[src/csb_pkg.sv]
// Purpose: shared constants and types of the core system bus interface
// Assumes: AHB-Lite master signalling, one clock domain
// Notes: only single non-sequential transfers are ever produced
package csb_pkg;

    // ahb-lite encodings
    localparam logic [1:0] CSB_HTRANS_IDLE = 2'h0;
    localparam logic [1:0] CSB_HTRANS_NONSEQ = 2'h2;
    localparam logic [2:0] CSB_HBURST_SINGLE = 3'h0;
    localparam logic [2:0] CSB_HSIZE_HALF = 3'h1;
    localparam logic [2:0] CSB_HSIZE_WORD = 3'h2;
    localparam logic [3:0] CSB_HPROT_FETCH = 4'h2;
    localparam logic [3:0] CSB_HPROT_DATA = 4'h3;

    // fetch-ahead capacity in bits
    localparam int CSB_FETCH_AHEAD_BITS = 32;

    // reset values
    localparam logic [31:0] CSB_RST_WORD = 32'h0000_0000;
    localparam logic [2:0] CSB_RST_SIZE = 3'h0;

    // single-cycle port region defaults
    localparam logic [31:0] CSB_IO_BASE_DEF = 32'hf000_0000;
    localparam logic [31:0] CSB_IO_MASK_DEF = 32'hf000_0000;

    // transfer sequencer states
    typedef enum logic [2:0] {
        CSB_ST_IDLE,
        CSB_ST_ADDR,
        CSB_ST_DATA,
        CSB_ST_IO,
        CSB_ST_DONE
    } csb_state_t;

    // owner of the transfer in flight
    typedef enum logic [1:0] {
        CSB_SRC_FETCH,
        CSB_SRC_DATA,
        CSB_SRC_DBG
    } csb_src_t;

endpackage

[src/csb_fetch_slot.sv]
// Purpose: holds fetched instruction bits ahead of execution
// Assumes: filled only while empty, one fill per fetch
// Notes: capacity never exceeds the fetch-ahead limit
`timescale 1ns/10ps
module csb_fetch_slot
    import csb_pkg::*;
#(
    parameter int WIDTH = CSB_FETCH_AHEAD_BITS
) (
    input wire logic sys_clk,
    input wire logic rst_n,
    input wire logic fill_valid,
    input wire logic [WIDTH-1:0] fill_data,
    input wire logic fill_half,
    input wire logic flush,
    input wire logic take,
    output logic slot_free,
    output logic instr_valid,
    output logic [WIDTH-1:0] instr_data,
    output logic instr_half
);

    // refuse a slot wider than the fetch-ahead limit
    if (WIDTH > CSB_FETCH_AHEAD_BITS || WIDTH < 16) begin : g_chk
        $error("csb_fetch_slot: WIDTH out of range");
    end

    logic valid_q;
    logic half_q;
    logic [WIDTH-1:0] data_q;

    assign slot_free = ~valid_q;
    assign instr_valid = valid_q;
    assign instr_data = data_q;
    assign instr_half = half_q;

    // one entry: flush and take empty it, fill loads it
    always_ff @(posedge sys_clk or negedge rst_n) begin
        if (!rst_n) begin
            valid_q <= 1'b0;
            half_q <= 1'b0;
            data_q <= '0;
        end else if (flush || (take && valid_q)) begin
            valid_q <= 1'b0;
        end else if (fill_valid && !valid_q) begin
            valid_q <= 1'b1;
            half_q <= fill_half;
            data_q <= fill_data;
        end
    end

endmodule

[src/csb_bus_if.sv]
// Purpose: merges fetch, data and debug traffic onto one ahb-lite master, data and debug io region hits onto the single-cycle port
// Assumes: core data_req and fetch_req held until served; ahb slaves same clock
// Notes: one transfer at a time, no address pipelining
`timescale 1ns/10ps
module csb_bus_if
    import csb_pkg::*;
#(
    parameter bit FETCH32 = 1'b1,
    parameter bit IO_PRESENT = 1'b1,
    parameter logic [31:0] IO_BASE = CSB_IO_BASE_DEF,
    parameter logic [31:0] IO_MASK = CSB_IO_MASK_DEF
) (
    input wire logic sys_clk,
    input wire logic rst_n,
    input wire logic fetch_req,
    input wire logic [31:0] fetch_addr,
    input wire logic fetch_flush,
    input wire logic instr_take,
    output logic instr_valid,
    output logic [31:0] instr_data,
    output logic instr_half,
    input wire logic data_req,
    input wire logic [31:0] data_addr,
    input wire logic data_write,
    input wire logic [2:0] data_size,
    input wire logic [31:0] data_wdata,
    output logic data_ack,
    output logic [31:0] data_rdata,
    output logic data_err,
    input wire logic dbg_req,
    input wire logic [31:0] dbg_addr,
    input wire logic dbg_write,
    input wire logic [2:0] dbg_size,
    input wire logic [31:0] dbg_wdata,
    output logic dbg_busy,
    output logic dbg_ack,
    output logic [31:0] dbg_rdata,
    output logic dbg_err,
    output logic [31:0] haddr,
    output logic [1:0] htrans,
    output logic hwrite,
    output logic [2:0] hsize,
    output logic [2:0] hburst,
    output logic [3:0] hprot,
    output logic [31:0] hwdata,
    input wire logic [31:0] hrdata,
    input wire logic hready,
    input wire logic hresp,
    output logic io_sel,
    output logic [31:0] io_addr,
    output logic io_write,
    output logic [2:0] io_size,
    output logic [31:0] io_wdata,
    input wire logic [31:0] io_rdata
);

    // refuse an empty single-cycle port region
    if (IO_PRESENT && IO_MASK == 32'h0000_0000) begin : g_chk
        $error("csb_bus_if: IO_MASK must select a region");
    end

    // single-cycle port address decode
    function automatic logic io_hit(input logic [31:0] addr);
        io_hit = IO_PRESENT && ((addr & IO_MASK) == IO_BASE);
    endfunction

    csb_state_t state_q;
    csb_src_t src_q;
    logic [31:0] cur_addr_q;
    logic [31:0] cur_wdata_q;
    logic cur_write_q;
    logic [31:0] rdata_q;
    logic err_q;
    logic discard_q;
    logic dbg_busy_q;
    logic [31:0] dbg_addr_q;
    logic [31:0] dbg_wdata_q;
    logic dbg_write_q;
    logic [2:0] dbg_size_q;
    logic data_ack_q;
    logic dbg_ack_q;
    logic [31:0] haddr_q;
    logic [1:0] htrans_q;
    logic hwrite_q;
    logic [2:0] hsize_q;
    logic [3:0] hprot_q;
    logic [31:0] hwdata_q;
    logic io_sel_q;
    logic [31:0] io_addr_q;
    logic io_write_q;
    logic [2:0] io_size_q;
    logic [31:0] io_wdata_q;
    logic slot_free;

    // arbitration: core data, then fetch, then held debug access
    wire idle = (state_q == CSB_ST_IDLE);
    wire go_fetch = fetch_req && slot_free && !fetch_flush;
    wire core_go = data_req || go_fetch;
    wire dbg_go = dbg_busy_q && !core_go;
    wire any_go = core_go || dbg_go;
    wire csb_src_t pick_src = data_req ? CSB_SRC_DATA :
                              (go_fetch ? CSB_SRC_FETCH : CSB_SRC_DBG);

    // selected request fields
    wire [31:0] pick_addr = data_req ? data_addr :
                            (go_fetch ? {fetch_addr[31:1], 1'b0} : dbg_addr_q);
    wire pick_write = data_req ? data_write : (go_fetch ? 1'b0 : dbg_write_q);
    wire [31:0] pick_wdata = data_req ? data_wdata : dbg_wdata_q;
    wire [2:0] fetch_size = (FETCH32 && !fetch_addr[1]) ? CSB_HSIZE_WORD :
                            CSB_HSIZE_HALF;
    wire [2:0] pick_size = data_req ? data_size : (go_fetch ? fetch_size : dbg_size_q);
    wire pick_io = (pick_src != CSB_SRC_FETCH) && io_hit(pick_addr);
    wire [3:0] pick_prot = (pick_src == CSB_SRC_FETCH) ? CSB_HPROT_FETCH : CSB_HPROT_DATA;

    // fetched lane extraction into the slot
    wire fetch_is_half = (hsize_q == CSB_HSIZE_HALF);
    wire [31:0] fill_data = fetch_is_half ?
                            {16'h0000, cur_addr_q[1] ? rdata_q[31:16] : rdata_q[15:0]} :
                            rdata_q;
    wire fill_valid = (state_q == CSB_ST_DONE) && (src_q == CSB_SRC_FETCH) &&
                      !discard_q && !fetch_flush;
    wire done_fetch = (state_q == CSB_ST_DONE) && (src_q == CSB_SRC_FETCH);
    wire fetch_busy = !idle && (src_q == CSB_SRC_FETCH);

    // debug slave port: take one access while free, hold it until served
    always_ff @(posedge sys_clk or negedge rst_n) begin
        if (!rst_n) begin
            dbg_busy_q <= 1'b0;
            dbg_addr_q <= CSB_RST_WORD;
            dbg_wdata_q <= CSB_RST_WORD;
            dbg_write_q <= 1'b0;
            dbg_size_q <= CSB_RST_SIZE;
        end else if (dbg_ack_q) begin
            dbg_busy_q <= 1'b0;
        end else if (dbg_req && !dbg_busy_q) begin
            dbg_busy_q <= 1'b1;
            dbg_addr_q <= dbg_addr;
            dbg_wdata_q <= dbg_wdata;
            dbg_write_q <= dbg_write;
            dbg_size_q <= dbg_size;
        end
    end

    // stale fetch in flight after a flush is thrown away
    always_ff @(posedge sys_clk or negedge rst_n) begin
        if (!rst_n) begin
            discard_q <= 1'b0;
        end else if (done_fetch) begin
            discard_q <= 1'b0;
        end else if (fetch_flush && fetch_busy) begin
            discard_q <= 1'b1;
        end
    end

    // transfer sequencer
    always_ff @(posedge sys_clk or negedge rst_n) begin
        if (!rst_n) begin
            state_q <= CSB_ST_IDLE;
            src_q <= CSB_SRC_DATA;
            cur_addr_q <= CSB_RST_WORD;
            cur_wdata_q <= CSB_RST_WORD;
            cur_write_q <= 1'b0;
            rdata_q <= CSB_RST_WORD;
            err_q <= 1'b0;
            data_ack_q <= 1'b0;
            dbg_ack_q <= 1'b0;
            haddr_q <= CSB_RST_WORD;
            htrans_q <= CSB_HTRANS_IDLE;
            hwrite_q <= 1'b0;
            hsize_q <= CSB_RST_SIZE;
            hprot_q <= CSB_HPROT_DATA;
            hwdata_q <= CSB_RST_WORD;
            io_sel_q <= 1'b0;
            io_addr_q <= CSB_RST_WORD;
            io_write_q <= 1'b0;
            io_size_q <= CSB_RST_SIZE;
            io_wdata_q <= CSB_RST_WORD;
        end else begin
            data_ack_q <= 1'b0;
            dbg_ack_q <= 1'b0;
            unique case (state_q)
                CSB_ST_IDLE: begin
                    if (any_go) begin
                        src_q <= pick_src;
                        cur_addr_q <= pick_addr;
                        cur_wdata_q <= pick_wdata;
                        cur_write_q <= pick_write;
                        if (pick_io) begin
                            io_sel_q <= 1'b1;
                            io_addr_q <= pick_addr;
                            io_write_q <= pick_write;
                            io_size_q <= pick_size;
                            io_wdata_q <= pick_wdata;
                            state_q <= CSB_ST_IO;
                        end else begin
                            htrans_q <= CSB_HTRANS_NONSEQ;
                            haddr_q <= pick_addr;
                            hwrite_q <= pick_write;
                            hsize_q <= pick_size;
                            hprot_q <= pick_prot;
                            state_q <= CSB_ST_ADDR;
                        end
                    end
                end
                CSB_ST_ADDR: begin
                    if (hready) begin
                        htrans_q <= CSB_HTRANS_IDLE;
                        hwdata_q <= cur_wdata_q;
                        state_q <= CSB_ST_DATA;
                    end
                end
                CSB_ST_DATA: begin
                    if (hready) begin
                        rdata_q <= hrdata;
                        err_q <= hresp;
                        data_ack_q <= (src_q == CSB_SRC_DATA);
                        dbg_ack_q <= (src_q == CSB_SRC_DBG);
                        state_q <= CSB_ST_DONE;
                    end
                end
                CSB_ST_IO: begin
                    io_sel_q <= 1'b0;
                    rdata_q <= cur_write_q ? CSB_RST_WORD : io_rdata;
                    err_q <= 1'b0;
                    data_ack_q <= (src_q == CSB_SRC_DATA);
                    dbg_ack_q <= (src_q == CSB_SRC_DBG);
                    state_q <= CSB_ST_DONE;
                end
                CSB_ST_DONE: begin
                    state_q <= CSB_ST_IDLE;
                end
                default: begin
                    state_q <= CSB_ST_IDLE;
                end
            endcase
        end
    end

    // instruction slot, limited to the fetch-ahead capacity
    csb_fetch_slot #(
        .WIDTH(CSB_FETCH_AHEAD_BITS)
    ) u_slot (
        .sys_clk(sys_clk),
        .rst_n(rst_n),
        .fill_valid(fill_valid),
        .fill_data(fill_data),
        .fill_half(fetch_is_half),
        .flush(fetch_flush),
        .take(instr_take),
        .slot_free(slot_free),
        .instr_valid(instr_valid),
        .instr_data(instr_data),
        .instr_half(instr_half)
    );

    // outputs straight from flops, hburst tied to CSB_HBURST_SINGLE
    assign haddr = haddr_q;
    assign htrans = htrans_q;
    assign hwrite = hwrite_q;
    assign hsize = hsize_q;
    assign hburst = CSB_HBURST_SINGLE;
    assign hprot = hprot_q;
    assign hwdata = hwdata_q;
    assign io_sel = io_sel_q;
    assign io_addr = io_addr_q;
    assign io_write = io_write_q;
    assign io_size = io_size_q;
    assign io_wdata = io_wdata_q;
    assign data_ack = data_ack_q;
    assign data_rdata = rdata_q;
    assign data_err = err_q;
    assign dbg_busy = dbg_busy_q;
    assign dbg_ack = dbg_ack_q;
    assign dbg_rdata = rdata_q;
    assign dbg_err = err_q;

endmodule

[config.mk]
export PLATFORM = sky130hd
export DESIGN_NAME = csb_bus_if
export DESIGN_NICKNAME = d
export VERILOG_FILES = /design/src/csb_pkg.sv /design/src/csb_fetch_slot.sv /design/src/csb_bus_if.sv
export SDC_FILE = /design/constraint.sdc
export NUM_CORES = 1
export LEC_CHECK = 0
export BUFFER_PORTS_ARGS = -buffer_cell sky130_fd_sc_hd__buf_2
export CAP_MARGIN = 10
export CORE_AREA = 2 2 189 191
export DETAILED_ROUTE_END_ITERATION = 7
export DIE_AREA = 0 0 191 193
export GPL_TIMING_DRIVEN = 0
export PLACE_DENSITY = 0.66
export SETUP_SLACK_MARGIN = 0.4
export SLEW_MARGIN = 20
export SYNTH_ARGS = -nofsm -noshare
export SYNTH_HDL_FRONTEND = slang
export SYNTH_SLANG_ARGS = --single-unit
[constraint.sdc]
create_clock -name sys_clk -period 2.8 [get_ports sys_clk]
set_input_delay 0.56 -clock sys_clk [delete_from_list [all_inputs] [get_ports sys_clk]]
set_output_delay 0.56 -clock sys_clk [all_outputs]
set_load 0.01 [all_outputs]
; After elaboration in Yosys (flattened, before gate mapping)
; Index checks and enable logic that the tools add are counted.
[word_totals]
memories = 0
in_bits = 241
rom_bits = 0
latchBits = 0
register_bits = 322
ram_bits = 0
elab_cells = 127
output_inout_bits = 249
[op_classes]
muxes = 40
n_mul = 0
n_reduce_logical = 41
bitwise_logic = 4
addsub = 0
shifts = 0
eq_ne = 13
n_div = 0
magnitude_cmp = 0
[op_table]
columns = op, n
row1 = 32-bit two-way mux, 6
row2 = 32-bit one-hot mux with 2 select lines, 1
row3 = 16-bit two-way mux, 1
row4 = 3-bit two-way mux, 5
row5 = 1-bit two-way mux, 14
row6 = 2-bit two-way mux, 7
row7 = 2-bit nonzero test, 7
row8 = 1-bit logical AND, 12
row9 = 3-bit one-hot mux with 4 select lines, 1
row10 = 3-bit AND reduction, 4
row11 = 2-bit AND reduction, 5
row12 = 1-bit one-hot mux with 2 select lines, 4
row13 = "3-bit by 1-bit == test with 1-bit output, second input constant", 2
row14 = "3-bit by 2-bit == test with 1-bit output, second input constant", 2
row15 = 1-bit zero test, 6
row16 = "2-bit inequality test, second input constant", 3
row17 = "4-bit == test, second input constant", 1
row18 = 2-bit zero test, 2
row19 = "2-bit by 1-bit inequality test with 1-bit output, second input constant", 2
row20 = 1-bit inverter, 4
row21 = 2-bit one-hot mux with 2 select lines, 1
row22 = 4-bit AND reduction, 1
row23 = "3-bit == test, second input constant", 1
row24 = 3-bit zero test, 1
row25 = other kinds (3), 5

; Longest topological paths before layout
; Gate-level depths: netlist of the first run.
[logic_depth]
ltp_word = 10
ltp_mapped = 7
mapped_depth_nobuf = 4

; By module
; Synthesis of the first run repeated with hierarchy kept, for this count alone.
[unflattened]
hier_cells = 1086
hier_area_um2 = 14057.2
[modules_own_cells]
columns = module, cells_per_inst, n_inst, seq_area_each_um2, area_each_um2
row1 = csb_bus_if, 1012, 1, 7084.3, 12767.2
row2 = csb_fetch_slot, 74, 1, 850.8, 1290.0

; Worst setup path before layout of the first run
; No wires, ideal clock.
[synth_path]
kind = input-to-reg
from = input fetch_req
to = register haddr_q[27] (netlist: haddr[27])
slack_ps = 840
setup_time_ps = 127
cell_stages = 6
arrival_time_ps = 1832
required_time_ps = 2673
path_buffers = 2
path_cell_list = nor3b_4 > nor2_1 > a211oi_2 > buf_4 > buf_6 > mux2_1
[synth_via]
elab_chain_len = 8
elab_cells_between_ends = 15
classes_between = 1 x eq/ne / 4 x mux / 1 x bitwise / 9 x reduce/logical
[synth_rtl]
columns = item, line
row1 = "start, declared", csb_bus_if.sv:15  ; input wire logic fetch_req,
row2 = 1-bit logical AND (*) (2 in a row), csb_bus_if.sv:97  ; wire go_fetch = fetch_req && slot_free && !fetch_flush;
row3 = 32-bit two-way mux or 2-bit two-way mux (tied branches), "csb_bus_if.sv:106, csb_bus_if.sv:102"
row4 = 32-bit two-way mux or 2-bit two-way mux (tied branches), "csb_bus_if.sv:105, csb_bus_if.sv:101"
row5 = 4-bit == test or 2-bit nonzero test (tied branches), "csb_bus_if.sv:64, csb_bus_if.sv:112"
row6 = 1-bit logical AND, csb_bus_if.sv:112  ; wire pick_io = (pick_src != CSB_SRC_FETCH) && io_hit(pick_addr);
row7 = 1-bit inverter (no line), n/a
row8 = 3-bit AND reduction (no line), n/a
row9 = "end signal, assigned", csb_bus_if.sv:197  ; haddr_q <= pick_addr;
row10 = "end, declared", csb_bus_if.sv:82  ; logic [31:0] haddr_q;
; Every way passes the cells marked *; elsewhere a longest branch is shown, timed or not.
; A chain may end at the register's enable or synchronous reset.

; Worst setup path in the final report of the first run
[layout_path]
from = register hsize_q[1] (netlist: hsize[1])
to = register u_slot.data_q[7] (netlist: u_slot.instr_data[7])
[layout_via]
elab_chain_len = 2
[layout_rtl]
columns = item, line
row1 = "start, declared", csb_bus_if.sv:85  ; logic [2:0] hsize_q;
row2 = "start signal, assigned", csb_bus_if.sv:199  ; hsize_q <= pick_size;
row3 = 3-bit by 1-bit == test with 1-bit output, csb_bus_if.sv:116  ; wire fetch_is_half = (hsize_q == CSB_HSIZE_HALF);
row4 = 32-bit two-way mux, csb_bus_if.sv:117  ; wire [31:0] fill_data = fetch_is_half ?
row5 = "end signal, assigned", csb_fetch_slot.sv:48  ; data_q <= fill_data;
row6 = "end, declared", csb_fetch_slot.sv:30  ; logic [WIDTH-1:0] data_q;
; Every way passes these cells.

==> results.txt, run 1 <==
clock root buffer = clkbuf_16
data required time of the critical path = 3160 ps
Achievable Freq = 427 MHz
Top FF cell, synth = dfrtp_1
critical path type = flip-flop to flip-flop
unrepaired setup endpoints after global routing = yes
Final Power = 21.0 mW
Hold/Removal Path Class = primary input to flip-flop
routed vias/inst = 5.01
detailed placement HPWL = 34000 um
antenna-violating nets left = 0
Avg Synthesized Cell Area = 12.2 um^2
commonest non-fill, non-tap cell in the layout = buf_2
final worst-path cycle share = 83.6%
minimum clock period = 2340 ps
Synth area leader = dfrtp_1
Pins Over Slew Limit = 0
Netlist Area Pre-Place = 13800 um^2
Gate Count Post-Synth = 1132
static leakage = 9.46 nW
die area = 36900 um^2
Core Region = 35000 um^2
gr ovfl total = 0
hold path depth = 2
setup TNS = 0 ps
Logic pwr share = 39.1%
DR iter-0 viols = 504
post-route cell area = 18100 um^2
hold_ws = 273 ps
pin count of the biggest net entering global routing = 95
Critical Path End Type = flip-flop
Slew headroom = 31.1%
Chip Width = 191 um
Slowest-stage cell, CP = nor3b_1
final setup violation count = 0
Sequential Power Share = 39.0%
synth top area cells = dfrtp_1, mux2_2, mux2i_1
PortBufs = 481
Skew-Pair Late Insertion Delay = 520 ps
Final Hold Viols = 0
PwrDens = 1160 nW/um^2
DRC = 0
worst r2r src = hsize[1]$_DFFE_PN0P_
row cnt = 69
Yosys warnings = 0
Num CTS Buffers = 35
WL/cell = 21.0 um
most frequent cells in the layout = buf_2, dfrtp_1, mux2_2, nand2_1, mux2i_1
worst-margin pin slew = 1030 ps
Switching Power = 7.58 mW
placed cell area = 16900 um^2
capture point of the worst reg-to-reg path = u_slot.instr_data[7]$_DFFE_PN0P_
initial antenna violation count = 14
crit start category = flip-flop
Power Internal = 13.5 mW
area grow syn2layout = 31.1%
first-pass GRT wire length = 66200 um
gr usage total = 23.8%
Synth cell types = 50
clk sink count = 317
H-tree depth = 2
met3 WL post-DR = 3480 um
Post-synth EDFFs = 0
Total Wirelength = 45100 um
DRT Pass-1 Iters = 5
hold worst-path end = dbg_wdata_q[26]$_DFFE_PN0P_
crit-path max FO = 10
die span in y = 193 um
wl on met1 = 17600 um
CP top delay family = simple AND/OR/NAND/NOR gates
Met2 Wirelength = 22700 um
r2r worst-path depth = 6
Crit path arrival time = 2700 ps
register area share after synthesis = 57.4%
Sw Ratio = 36.0%
Final #Nets = 1903
max incr delay on CP = 650 ps
Initial Utilization = 39.5%
ratio of cells with drive above 1 in the final layout = 47.3%
crit path buf inv count = 2
Clk pwr share = 21.9%
RePlAce Congestion = 0.851
DR vias = 10800
Synth async-reset ratio = 100%
uppermost layer routed = met5
Top Ports = 490
number of global-route vias before repair = 11100
Max Cap Violations = 0
status = complete, no violations
Hold Path Origin = dbg_wdata[26]
Clk pin slew, worst setup/hold paths = 60 ps
flip-flop and latch count after synthesis = 317
Worst Skew = 19.7 ps
Peak VDD IR = 636 uV
clock tree from TritonCTS = yes
Reg2Reg Setup Slack = 460 ps
Max Buffers Root-to-Sink = 3
Critical Path, Cell by Cell = nor3b_1 > and2_1 > buf_2 > buf_4 > mux2i_1 > o21ai_0
DP Cell Count = 2082
post-synth top area share = 57.0%
fin cells = 2150
-- synthesized netlist by cell type (2+ instances only) --
cell type  instances
a21o_1             3
a21oi_1            7
a221oi_2           2
a22o_1            19
a31oi_1           33
and2_1             2
and3b_1            2
buf_2             27
buf_4             46
buf_6              6
clkbuf_1          32
conb_1             2
dfrtp_1          315
dfstp_2            2
inv_1             40
mux2_1             2
mux2_2           150
mux2_4            12
mux2i_1          109
nand2_1          124
nand2b_1           4
nand3_1            2
nand3b_1          34
nor2_1            44
nor2b_1            2
nor3_1             3
nor3b_1            4
o21ai_0           66
o21ai_1           16
o2bb2ai_1          2
-- per-stage QoR --
| step | worst slack [ps] | utilization [%] |
|---|---|---|
| finish | 459 | 51.8 |
| global route | 347 | 51.8 |
| CTS | 415 | 51.7 |
| detailed placement | 118 | 48.4 |
| global placement | -4910 | 48.1 |
| floorplan | 840 | - |
-- registers in the layout, indices dropped and copies added, names as in the netlist, 2 cells and up --
| name | flops |
|---|---|
| cur_wdata_q | 32 |
| data_rdata | 32 |
| dbg_addr_q | 32 |
| dbg_wdata_q | 32 |
| haddr | 32 |
| hwdata | 32 |
| io_addr | 32 |
| io_wdata | 32 |
| u_slot.instr_data | 32 |
| dbg_size_q | 3 |
| hsize | 3 |
| io_size | 3 |
| state_q | 3 |
| src_q | 2 |
-- cell type report --
cell class	instances	area (um^2)
inverter	40	150
clock inverter	11	130
buffer	113	688
antenna	4	10.0
sequential	317	7940
clock buffer	49	1020
multi-input combinational	667	5070
timing repair buffer	488	2530
tap	461	577
fill	3171	16800
-- worst register-to-register path: cells and delay by family (launching register included) --
kind            cells  cell delay, ps
buf+inv             2             610
flops               1             390
mux                 1             230
compound gates      1             100
simple gates        2             860
-- cell families (layout without fill, tap and decap cells) --
group / count (synthesis) / after routing / synth area share [%]
mux: 273 / 273 / 21.6
other cells: 2 / 11 / 0.0543
compound gates: 156 / 156 / 6.95
simple gates: 231 / 231 / 7.92
buf+inv: 153 / 701 / 6.06
flops: 317 / 317 / 57.4
-- routing by layer --
metal,global-route usage [%],vias to the layer above
met3,6.50,83
met2,42.5,441
li1,-,4932
met5,0,-
met4,6.62,18
met1,28.1,5296
-- power by group through the flow --
stage	Sequential, mW	Clock, mW	Combinational [mW]
5_1_grt	8.47	4.91	8.96
3_5_place_dp	8.25	0	8.30
4_1_cts	8.20	4.70	8.34
3_3_place_gp	8.15	0	8.11
6_report	8.20	4.62	8.22
2_1_floorplan	8.51	0	4.44
-- worst max path at each step --
stage                                              start  slack (ps)                                to  cells after the start
after CTS                 u_slot.instr_valid$_DFFE_PN0P_         420             haddr[28]$_DFFE_PN0P_                      6
after floorplan                                fetch_req         840             haddr[27]$_DFFE_PN0P_                      6
after detailed placement                     fetch_flush         120           io_addr[25]$_DFFE_PN0P_                      6
after global routing                hsize[1]$_DFFE_PN0P_         350  u_slot.instr_data[7]$_DFFE_PN0P_                      6
after global placement                             rst_n       -4910           io_addr[12]$_DFFE_PN0P_                      1
final                               hsize[1]$_DFFE_PN0P_         460  u_slot.instr_data[7]$_DFFE_PN0P_                      6
-- what timing repair did --
action	CTS	global route
setup endpoints to repair	34	26
setup buffers	2	1
pin swaps	2	1
gates cloned	0	0
endpoints found under the hold margin	45	0
resized for setup	1	2
hold buffers	1	0
No activity file was read; power rests on OpenSTA's default activity.
==> inputs of run 2 (changes only) <==
PLACE_DENSITY = 0.69   (was 0.66)
clock period = 1.96 ns   (was 2.8 ns; I/O delays follow)
==> run 2 against run 1 <==
The flow now finishes with violations (setup timing). Clock power grew 43%. Sequential share of layout area shrank 6.3 points. Routed wire length grew 11%. Non-clock buffer count grew 91. Clock skew grew 2.6 ps. Utilization grew 8.8 points. Power grew 68%. Final area grew 17%. Final cell count grew 4.4%. Via count grew 7.2%. Critical path type unchanged. Critical endpoint is now io_addr[20]$_DFFE_PN0P_. Largest cell class unchanged. Highest routed layer unchanged.
==> results.txt, run 2 (synthesized netlist as in run 1, its figures left out) <==
status = finished with violations (was complete, no violations)
failing checks = setup timing
gr usage total = 24.9% (was 23.8%)
Slew headroom = 54.1% (was 31.1%)
Initial Utilization = 39.5% (unchanged)
DRT Pass-1 Iters = 4 (was 5)
static leakage = 11.0 nW (was 9.46 nW)
Slowest-stage cell, CP = dfrtp_2 (was nor3b_1)
Num CTS Buffers = 36 (was 35)
number of global-route vias before repair = 11700 (was 11100)
Max Buffers Root-to-Sink = 3 (unchanged)
worst-margin pin slew = 689 ps (was 1030 ps)
commonest non-fill, non-tap cell in the layout = buf_2 (unchanged)
PortBufs = 481 (unchanged)
DP Cell Count = 2082 (unchanged)
minimum clock period = 2000 ps (was 2340 ps)
Final Core Density = 60.7% (was 51.8%)
most frequent cells in the layout = buf_2, dfrtp_1, mux2_4, mux2i_1, nand2_1 (was buf_2, dfrtp_1, mux2_2, nand2_1, mux2i_1)
Worst Skew = 22.3 ps (was 19.7 ps)
Crit path arrival time = 2400 ps (was 2700 ps)
pin count of the biggest net entering global routing = 101 (was 95)
Pins Over Slew Limit = 0 (unchanged)
die area = 36900 um^2 (unchanged)
Top Ports = 490 (unchanged)
Total Wirelength = 49900 um (was 45100 um)
Chip Width = 191 um (unchanged)
unrepaired setup endpoints after global routing = yes (unchanged)
Reg2Reg Setup Slack = -40 ps (was 460 ps)
RePlAce Congestion = 0.872 (was 0.851)
crit-path max FO = 7 (was 10)
Final #Nets = 1995 (was 1903)
PwrDens = 1660 nW/um^2 (was 1160 nW/um^2)
Max Cap Violations = 0 (unchanged)
first-pass GRT wire length = 69500 um (was 66200 um)
Achievable Freq = 500 MHz (was 427 MHz)
clock tree from TritonCTS = yes (unchanged)
critical path type = flip-flop to flip-flop (unchanged)
crit start category = flip-flop (unchanged)
final worst-path cycle share = 102% (was 83.6%)
clock root buffer = clkbuf_16 (unchanged)
worst setup margin = -39.0 ps (was 459 ps)
Critical Path End Type = flip-flop (unchanged)
gr ovfl total = 0 (unchanged)
initial antenna violation count = 6 (was 14)
detailed placement HPWL = 33200 um (was 34000 um)
Final Hold Viols = 0 (unchanged)
ratio of cells with drive above 1 in the final layout = 57.6% (was 47.3%)
clk sink count = 317 (unchanged)
H-tree depth = 2 (unchanged)
row cnt = 69 (unchanged)
Peak VDD IR = 1000 uV (was 636 uV)
antenna-violating nets left = 0 (unchanged)
WL/cell = 22.2 um (was 21.0 um)
fin cells = 2244 (was 2150)
DRC = 0 (unchanged)
DR iter-0 viols = 532 (was 504)
routed vias/inst = 5.15 (was 5.01)
die span in y = 193 um (unchanged)
data required time of the critical path = 2360 ps (was 3160 ps)
Skew-Pair Late Insertion Delay = 530 ps (was 520 ps)
Clk pin slew, worst setup/hold paths = 60 ps (about the same)
final setup violation count = 34 (was 0)
Critical Path, Cell by Cell = nor3b_4 > buf_6 > nor4b_4 > o21ai_2 > buf_12 > clkbuf_16 > mux2_4 (was nor3b_1 > and2_1 > buf_2 > buf_4 > mux2i_1 > o21ai_0)
Core Region = 35000 um^2 (unchanged)
DR vias = 11500 (was 10800)
Hold/Removal Path Class = primary input to flip-flop (unchanged)
area grow syn2layout = 53.5% (was 31.1%)
max incr delay on CP = 440 ps (was 650 ps)
run 2: cell count changes in the layout (fill, tap and decap cells not counted), moves of 16 or more:
cell and change:
mux2_4 +95, mux2_2 -93, nand2_1 -47, o21ai_0 -42, buf_12 +38, nand2_4 +33, buf_6 +32, o21ai_2 +32
buf_2 -31, buf_4 +27, clkbuf_16 +18, buf_8 +16
run 2: critical path, delay by kind of cell (launching register included):
kind	cells	cell delay [ps]
compound gates	1	210
buf+inv	3	530
flops	1	440
mux	1	290
simple gates	2	370
run 2: routing by layer:
metal	part of all wire, %	wire (um)	vias up	GRT usage [%]
met1	40	19800	5813	30.6
met2	50	25000	493	42.5
li1	-	-	5130	-
met5	0.050	25	-	0
met3	6.5	3260	109	5.38
met4	3.7	1850	4	10.5
run 2: power by group:
group / switching [mW] / internal (mW) / total [mW]
combinational: 7.60 / 8.98 / 16.6
sequential: 2.37 / 9.67 / 12.0
clock: 2.68 / 3.94 / 6.62
run 2: cell type report:
cell class              instances  area [um^2]
inverters                      40          150
clock inverters                 5         92.6
fillers                      2801        13800
repair buffers                579         3950
diodes                          5         12.5
flip-flops and latches        317         7950
well taps                     461          577
multi-input cells             667         6120
plain buffers                 113         1310
clock buffers                  57         1050
run 2: path summary, 6_finish.rpt:
| kind | from | depth (start not counted) | end |
|---|---|---|---|
| worst min register to register | io_addr[29]$_DFFE_PN0P_ | 1 | io_addr[29]$_DFFE_PN0P_ |
| worst max register to register | u_slot.instr_valid$_DFFE_PN0P_ | 7 | io_addr[20]$_DFFE_PN0P_ |
| min in group asynchronous | rst_n | 3 | hwdata[17]$_DFFE_PN0P_ |
| worst max-delay path | u_slot.instr_valid$_DFFE_PN0P_ | 7 | io_addr[20]$_DFFE_PN0P_ |
| worst min-delay path | dbg_addr[28] | 2 | dbg_addr_q[28]$_DFFE_PN0P_ |
| max in group asynchronous | rst_n | 4 | dbg_addr_q[15]$_DFFE_PN0P_ |
run 2: timing repair:
item,CTS,global route
hold buffers,2,0
hold endpoints to repair,24,0
gates cloned,13,13
gates resized for setup,234,297
endpoints found under the setup margin,357,422
setup buffers,43,24
pin swaps,16,76
run 2: per-stage QoR:
| stage | setup TNS [ps] | hold WS (ps) | setup slack, ps | area (um^2) | power [mW] |
|---|---|---|---|---|---|
| 2_1_floorplan | 0 | 96.4 | 102 | 13900 | 18.6 |
| 3_3_place_gp | -1791560 | 446 | -6050 | 16900 | 23.3 |
| 3_5_place_dp | -67800 | 256 | -628 | 17000 | 23.7 |
| 4_1_cts | -1330 | 66.3 | -44.6 | 19700 | 32.3 |
| 5_1_grt | -6460 | 77.7 | -117 | 21200 | 37.1 |
| 6_report | -681 | 94.6 | -39.0 | 21200 | 35.2 |
==> inputs of run 3 (changes only) <==
CTS_CLUSTER_DIAMETER = 200   (was unset)
SKIP_LAST_GASP = 1   (was unset)
==> run 3 against run 2 <==
The run still ends with setup timing left. Sequential cell count unchanged. Routed wire length shrank 1.7%. Worst setup slack improved by 31 ps. Clock power barely moved. Final cell count about the same. Count of clock-buffer cells in the layout unchanged. Combinational power is 5% lower. Utilization shrank 0.83 points. Critical path type unchanged. Critical endpoint is now io_addr[23]$_DFFE_PN0P_. Largest cell class unchanged.
==> results.txt, run 3 (synthesized netlist as in run 1, its figures left out) <==
static leakage = 10.8 nW (was 11.0 nW)
Final #Nets = 1995 (unchanged)
critical path type = flip-flop to flip-flop (unchanged)
minimum clock period = 1970 ps (was 2000 ps)
clock tree from TritonCTS = yes (unchanged)
hold path depth = 2 (unchanged)
Total Wirelength = 49100 um (was 49900 um)
row cnt = 69 (unchanged)
failing checks = setup timing (unchanged)
antenna-violating nets left = 0 (unchanged)
WP depth = 7 (unchanged)
die area = 36900 um^2 (unchanged)
hold_ws = 93.5 ps (was 94.6 ps)
PortBufs = 481 (unchanged)
clk sink count = 317 (unchanged)
capture point of the worst reg-to-reg path = io_addr[23]$_DFFE_PN0P_ (was io_addr[20]$_DFFE_PN0P_)
Final Hold Viols = 0 (unchanged)
H-tree depth = 2 (unchanged)
post-route cell area = 20900 um^2 (was 21200 um^2)
PwrDens = 1640 nW/um^2 (was 1660 nW/um^2)
crit path buf inv count = 3 (unchanged)
Filler cells = 2863 (was 2801)
DRT Pass-1 Iters = 5 (was 4)
area grow syn2layout = 51.4% (was 53.5%)
number of global-route vias before repair = 11600 (was 11700)
Top Ports = 490 (unchanged)
Clk pin slew, worst setup/hold paths = 60 ps (about the same)
Num CTS Buffers = 36 (unchanged)
RePlAce Congestion = 0.872 (unchanged)
Final Power = 34.3 mW (was 35.2 mW)
DR iter-0 viols = 493 (was 532)
Reg2Reg Setup Slack = -8 ps (was -40 ps)
status = finished with violations (unchanged)
final setup violation count = 3 (was 34)
unrepaired setup endpoints after global routing = yes (unchanged)
worst-margin pin slew = 697 ps (was 689 ps)
CP top delay family = buffers and inverters (unchanged)
gr usage total = 24.8% (was 24.9%)
ratio of cells with drive above 1 in the final layout = 55.5% (was 57.6%)
routed vias/inst = 5.11 (was 5.15)
Final Core Density = 59.8% (was 60.7%)
die span in y = 193 um (unchanged)
Crit path arrival time = 2360 ps (was 2400 ps)
Achievable Freq = 508 MHz (was 500 MHz)
pre-CTS WS = -628 ps (unchanged)
data required time of the critical path = 2350 ps (was 2360 ps)
detailed placement HPWL = 33200 um (unchanged)
pin count of the biggest net entering global routing = 101 (unchanged)
crit start category = flip-flop (unchanged)
Hold Path Origin = dbg_wdata[20] (was dbg_addr[28])
WL/cell = 21.9 um (was 22.2 um)
fin cells = 2245 (was 2244)
Initial Utilization = 39.5% (unchanged)
initial antenna violation count = 7 (was 6)
Peak VDD IR = 1020 uV (was 1000 uV)
Hold/Removal Path Class = primary input to flip-flop (unchanged)
max incr delay on CP = 440 ps (about the same)
most frequent cells in the layout = buf_2, dfrtp_1, nand2_1, mux2i_1, mux2_4 (was buf_2, dfrtp_1, mux2_4, mux2i_1, nand2_1)
Slew headroom = 53.6% (was 54.1%)
cell mode on critical path = buf_6
commonest non-fill, non-tap cell in the layout = buf_2 (unchanged)
Max Cap Violations = 0 (unchanged)
r2r worst-path depth = 7 (unchanged)
gr ovfl total = 0 (unchanged)
Worst Skew = 22.0 ps (was 22.3 ps)
worst setup margin = -8.47 ps (was -39.0 ps)
Slowest-stage cell, CP = dfrtp_2 (unchanged)
Pins Over Slew Limit = 0 (unchanged)
crit-path max FO = 10 (was 7)
Core Region = 35000 um^2 (unchanged)
final worst-path cycle share = 100% (was 102%)
first-pass GRT wire length = 69200 um (was 69500 um)
Critical Path, Cell by Cell = nor3b_4 > buf_6 > nor4b_2 > o21ai_2 > buf_6 > buf_12 > mux2_2 (was nor3b_4 > buf_6 > nor4b_4 > o21ai_2 > buf_12 > clkbuf_16 > mux2_4)
DP Cell Count = 2082 (unchanged)
Chip Width = 191 um (unchanged)
setup TNS = -11.7 ps (was -681 ps)
placed cell area = 17000 um^2 (unchanged)
Skew-Pair Late Insertion Delay = 530 ps (about the same)
Max Buffers Root-to-Sink = 3 (unchanged)
worst r2r src = u_slot.instr_valid$_DFFE_PN0P_ (unchanged)
DR vias = 11500 (about the same)
clock root buffer = clkbuf_16 (unchanged)
hold worst-path end = dbg_wdata_q[20]$_DFFE_PN0P_ (was dbg_addr_q[28]$_DFFE_PN0P_)
Critical Path End Type = flip-flop (unchanged)
DRC = 0 (unchanged)
==> run 3: cell types whose count changed in the layout (fill, tap and decap cells not counted), sizes merged <==
cell,before,now
buf,657,660
clkbuf,90,88
diode,5,6
bufbuf,1,0
==> run 3: where the power goes <==
group	total [mW]	switching (mW)	leakage (nW)	internal (mW)
clock	6.61	2.67	0.550	3.94
sequential	11.9	2.21	3.84	9.67
combinational	15.8	7.24	6.35	8.61
==> run 3: cell type report <==
cell class | count | area [um^2] | share of cell area (%)
clock inverter | 5 | 92.6 | 0.443
sequential | 317 | 7950 | 38.0
buffer | 113 | 1320 | 6.30
multi-input combinational | 667 | 5900 | 28.2
timing repair buffer | 579 | 3870 | 18.5
clock buffer | 57 | 1050 | 5.02
inverter | 40 | 150 | 0.718
tap | 461 | 577 | 2.76
antenna | 6 | 15.0 | 0.0718
==> run 3: how the worst max path moves through the flow <==
stage	endpoint	slack, ps	from
after floorplan	haddr[27]$_DFFE_PN0P_	100	state_q[2]$_DFFE_PN0P_
after global placement	u_slot.instr_valid$_DFFE_PN0P_	-6050	rst_n
after detailed placement	io_addr[23]$_DFFE_PN0P_	-630	fetch_flush
after CTS	io_addr[4]$_DFFE_PN0P_	-40	u_slot.instr_valid$_DFFE_PN0P_
after global routing	io_write$_DFFE_PN0P_	-70	u_slot.instr_valid$_DFFE_PN0P_
final	io_addr[23]$_DFFE_PN0P_	-8	u_slot.instr_valid$_DFFE_PN0P_
==> run 3: worst reg2reg max path: stages, from the launching register on <==
cell     delay [ps]
dfrtp_2         440
nor3b_4         320
buf_6           160
nor4b_2          50
o21ai_2         180
buf_6           200
buf_12          160
mux2_2          340
==> run 3: layer usage <==
layer	wire length (um)	track usage [%]	share of wire [%]	up-vias
met5	25	0	0.051	-
met2	24600	42.4	50	468
met1	19700	30.5	40	5760
met3	3130	5.43	6.4	104
li1	-	-	-	5136
met4	1660	10.3	3.4	4
==> run 3: timing repair <==
action                                 in CTS  in global routing
cloned                                     13                 10
setup endpoints to repair                 357                421
buffers inserted                           43                 27
endpoints found under the hold margin      24                  0
hold buffers                                2                  0
resized for setup                         200                263
pin swaps                                  16                 47
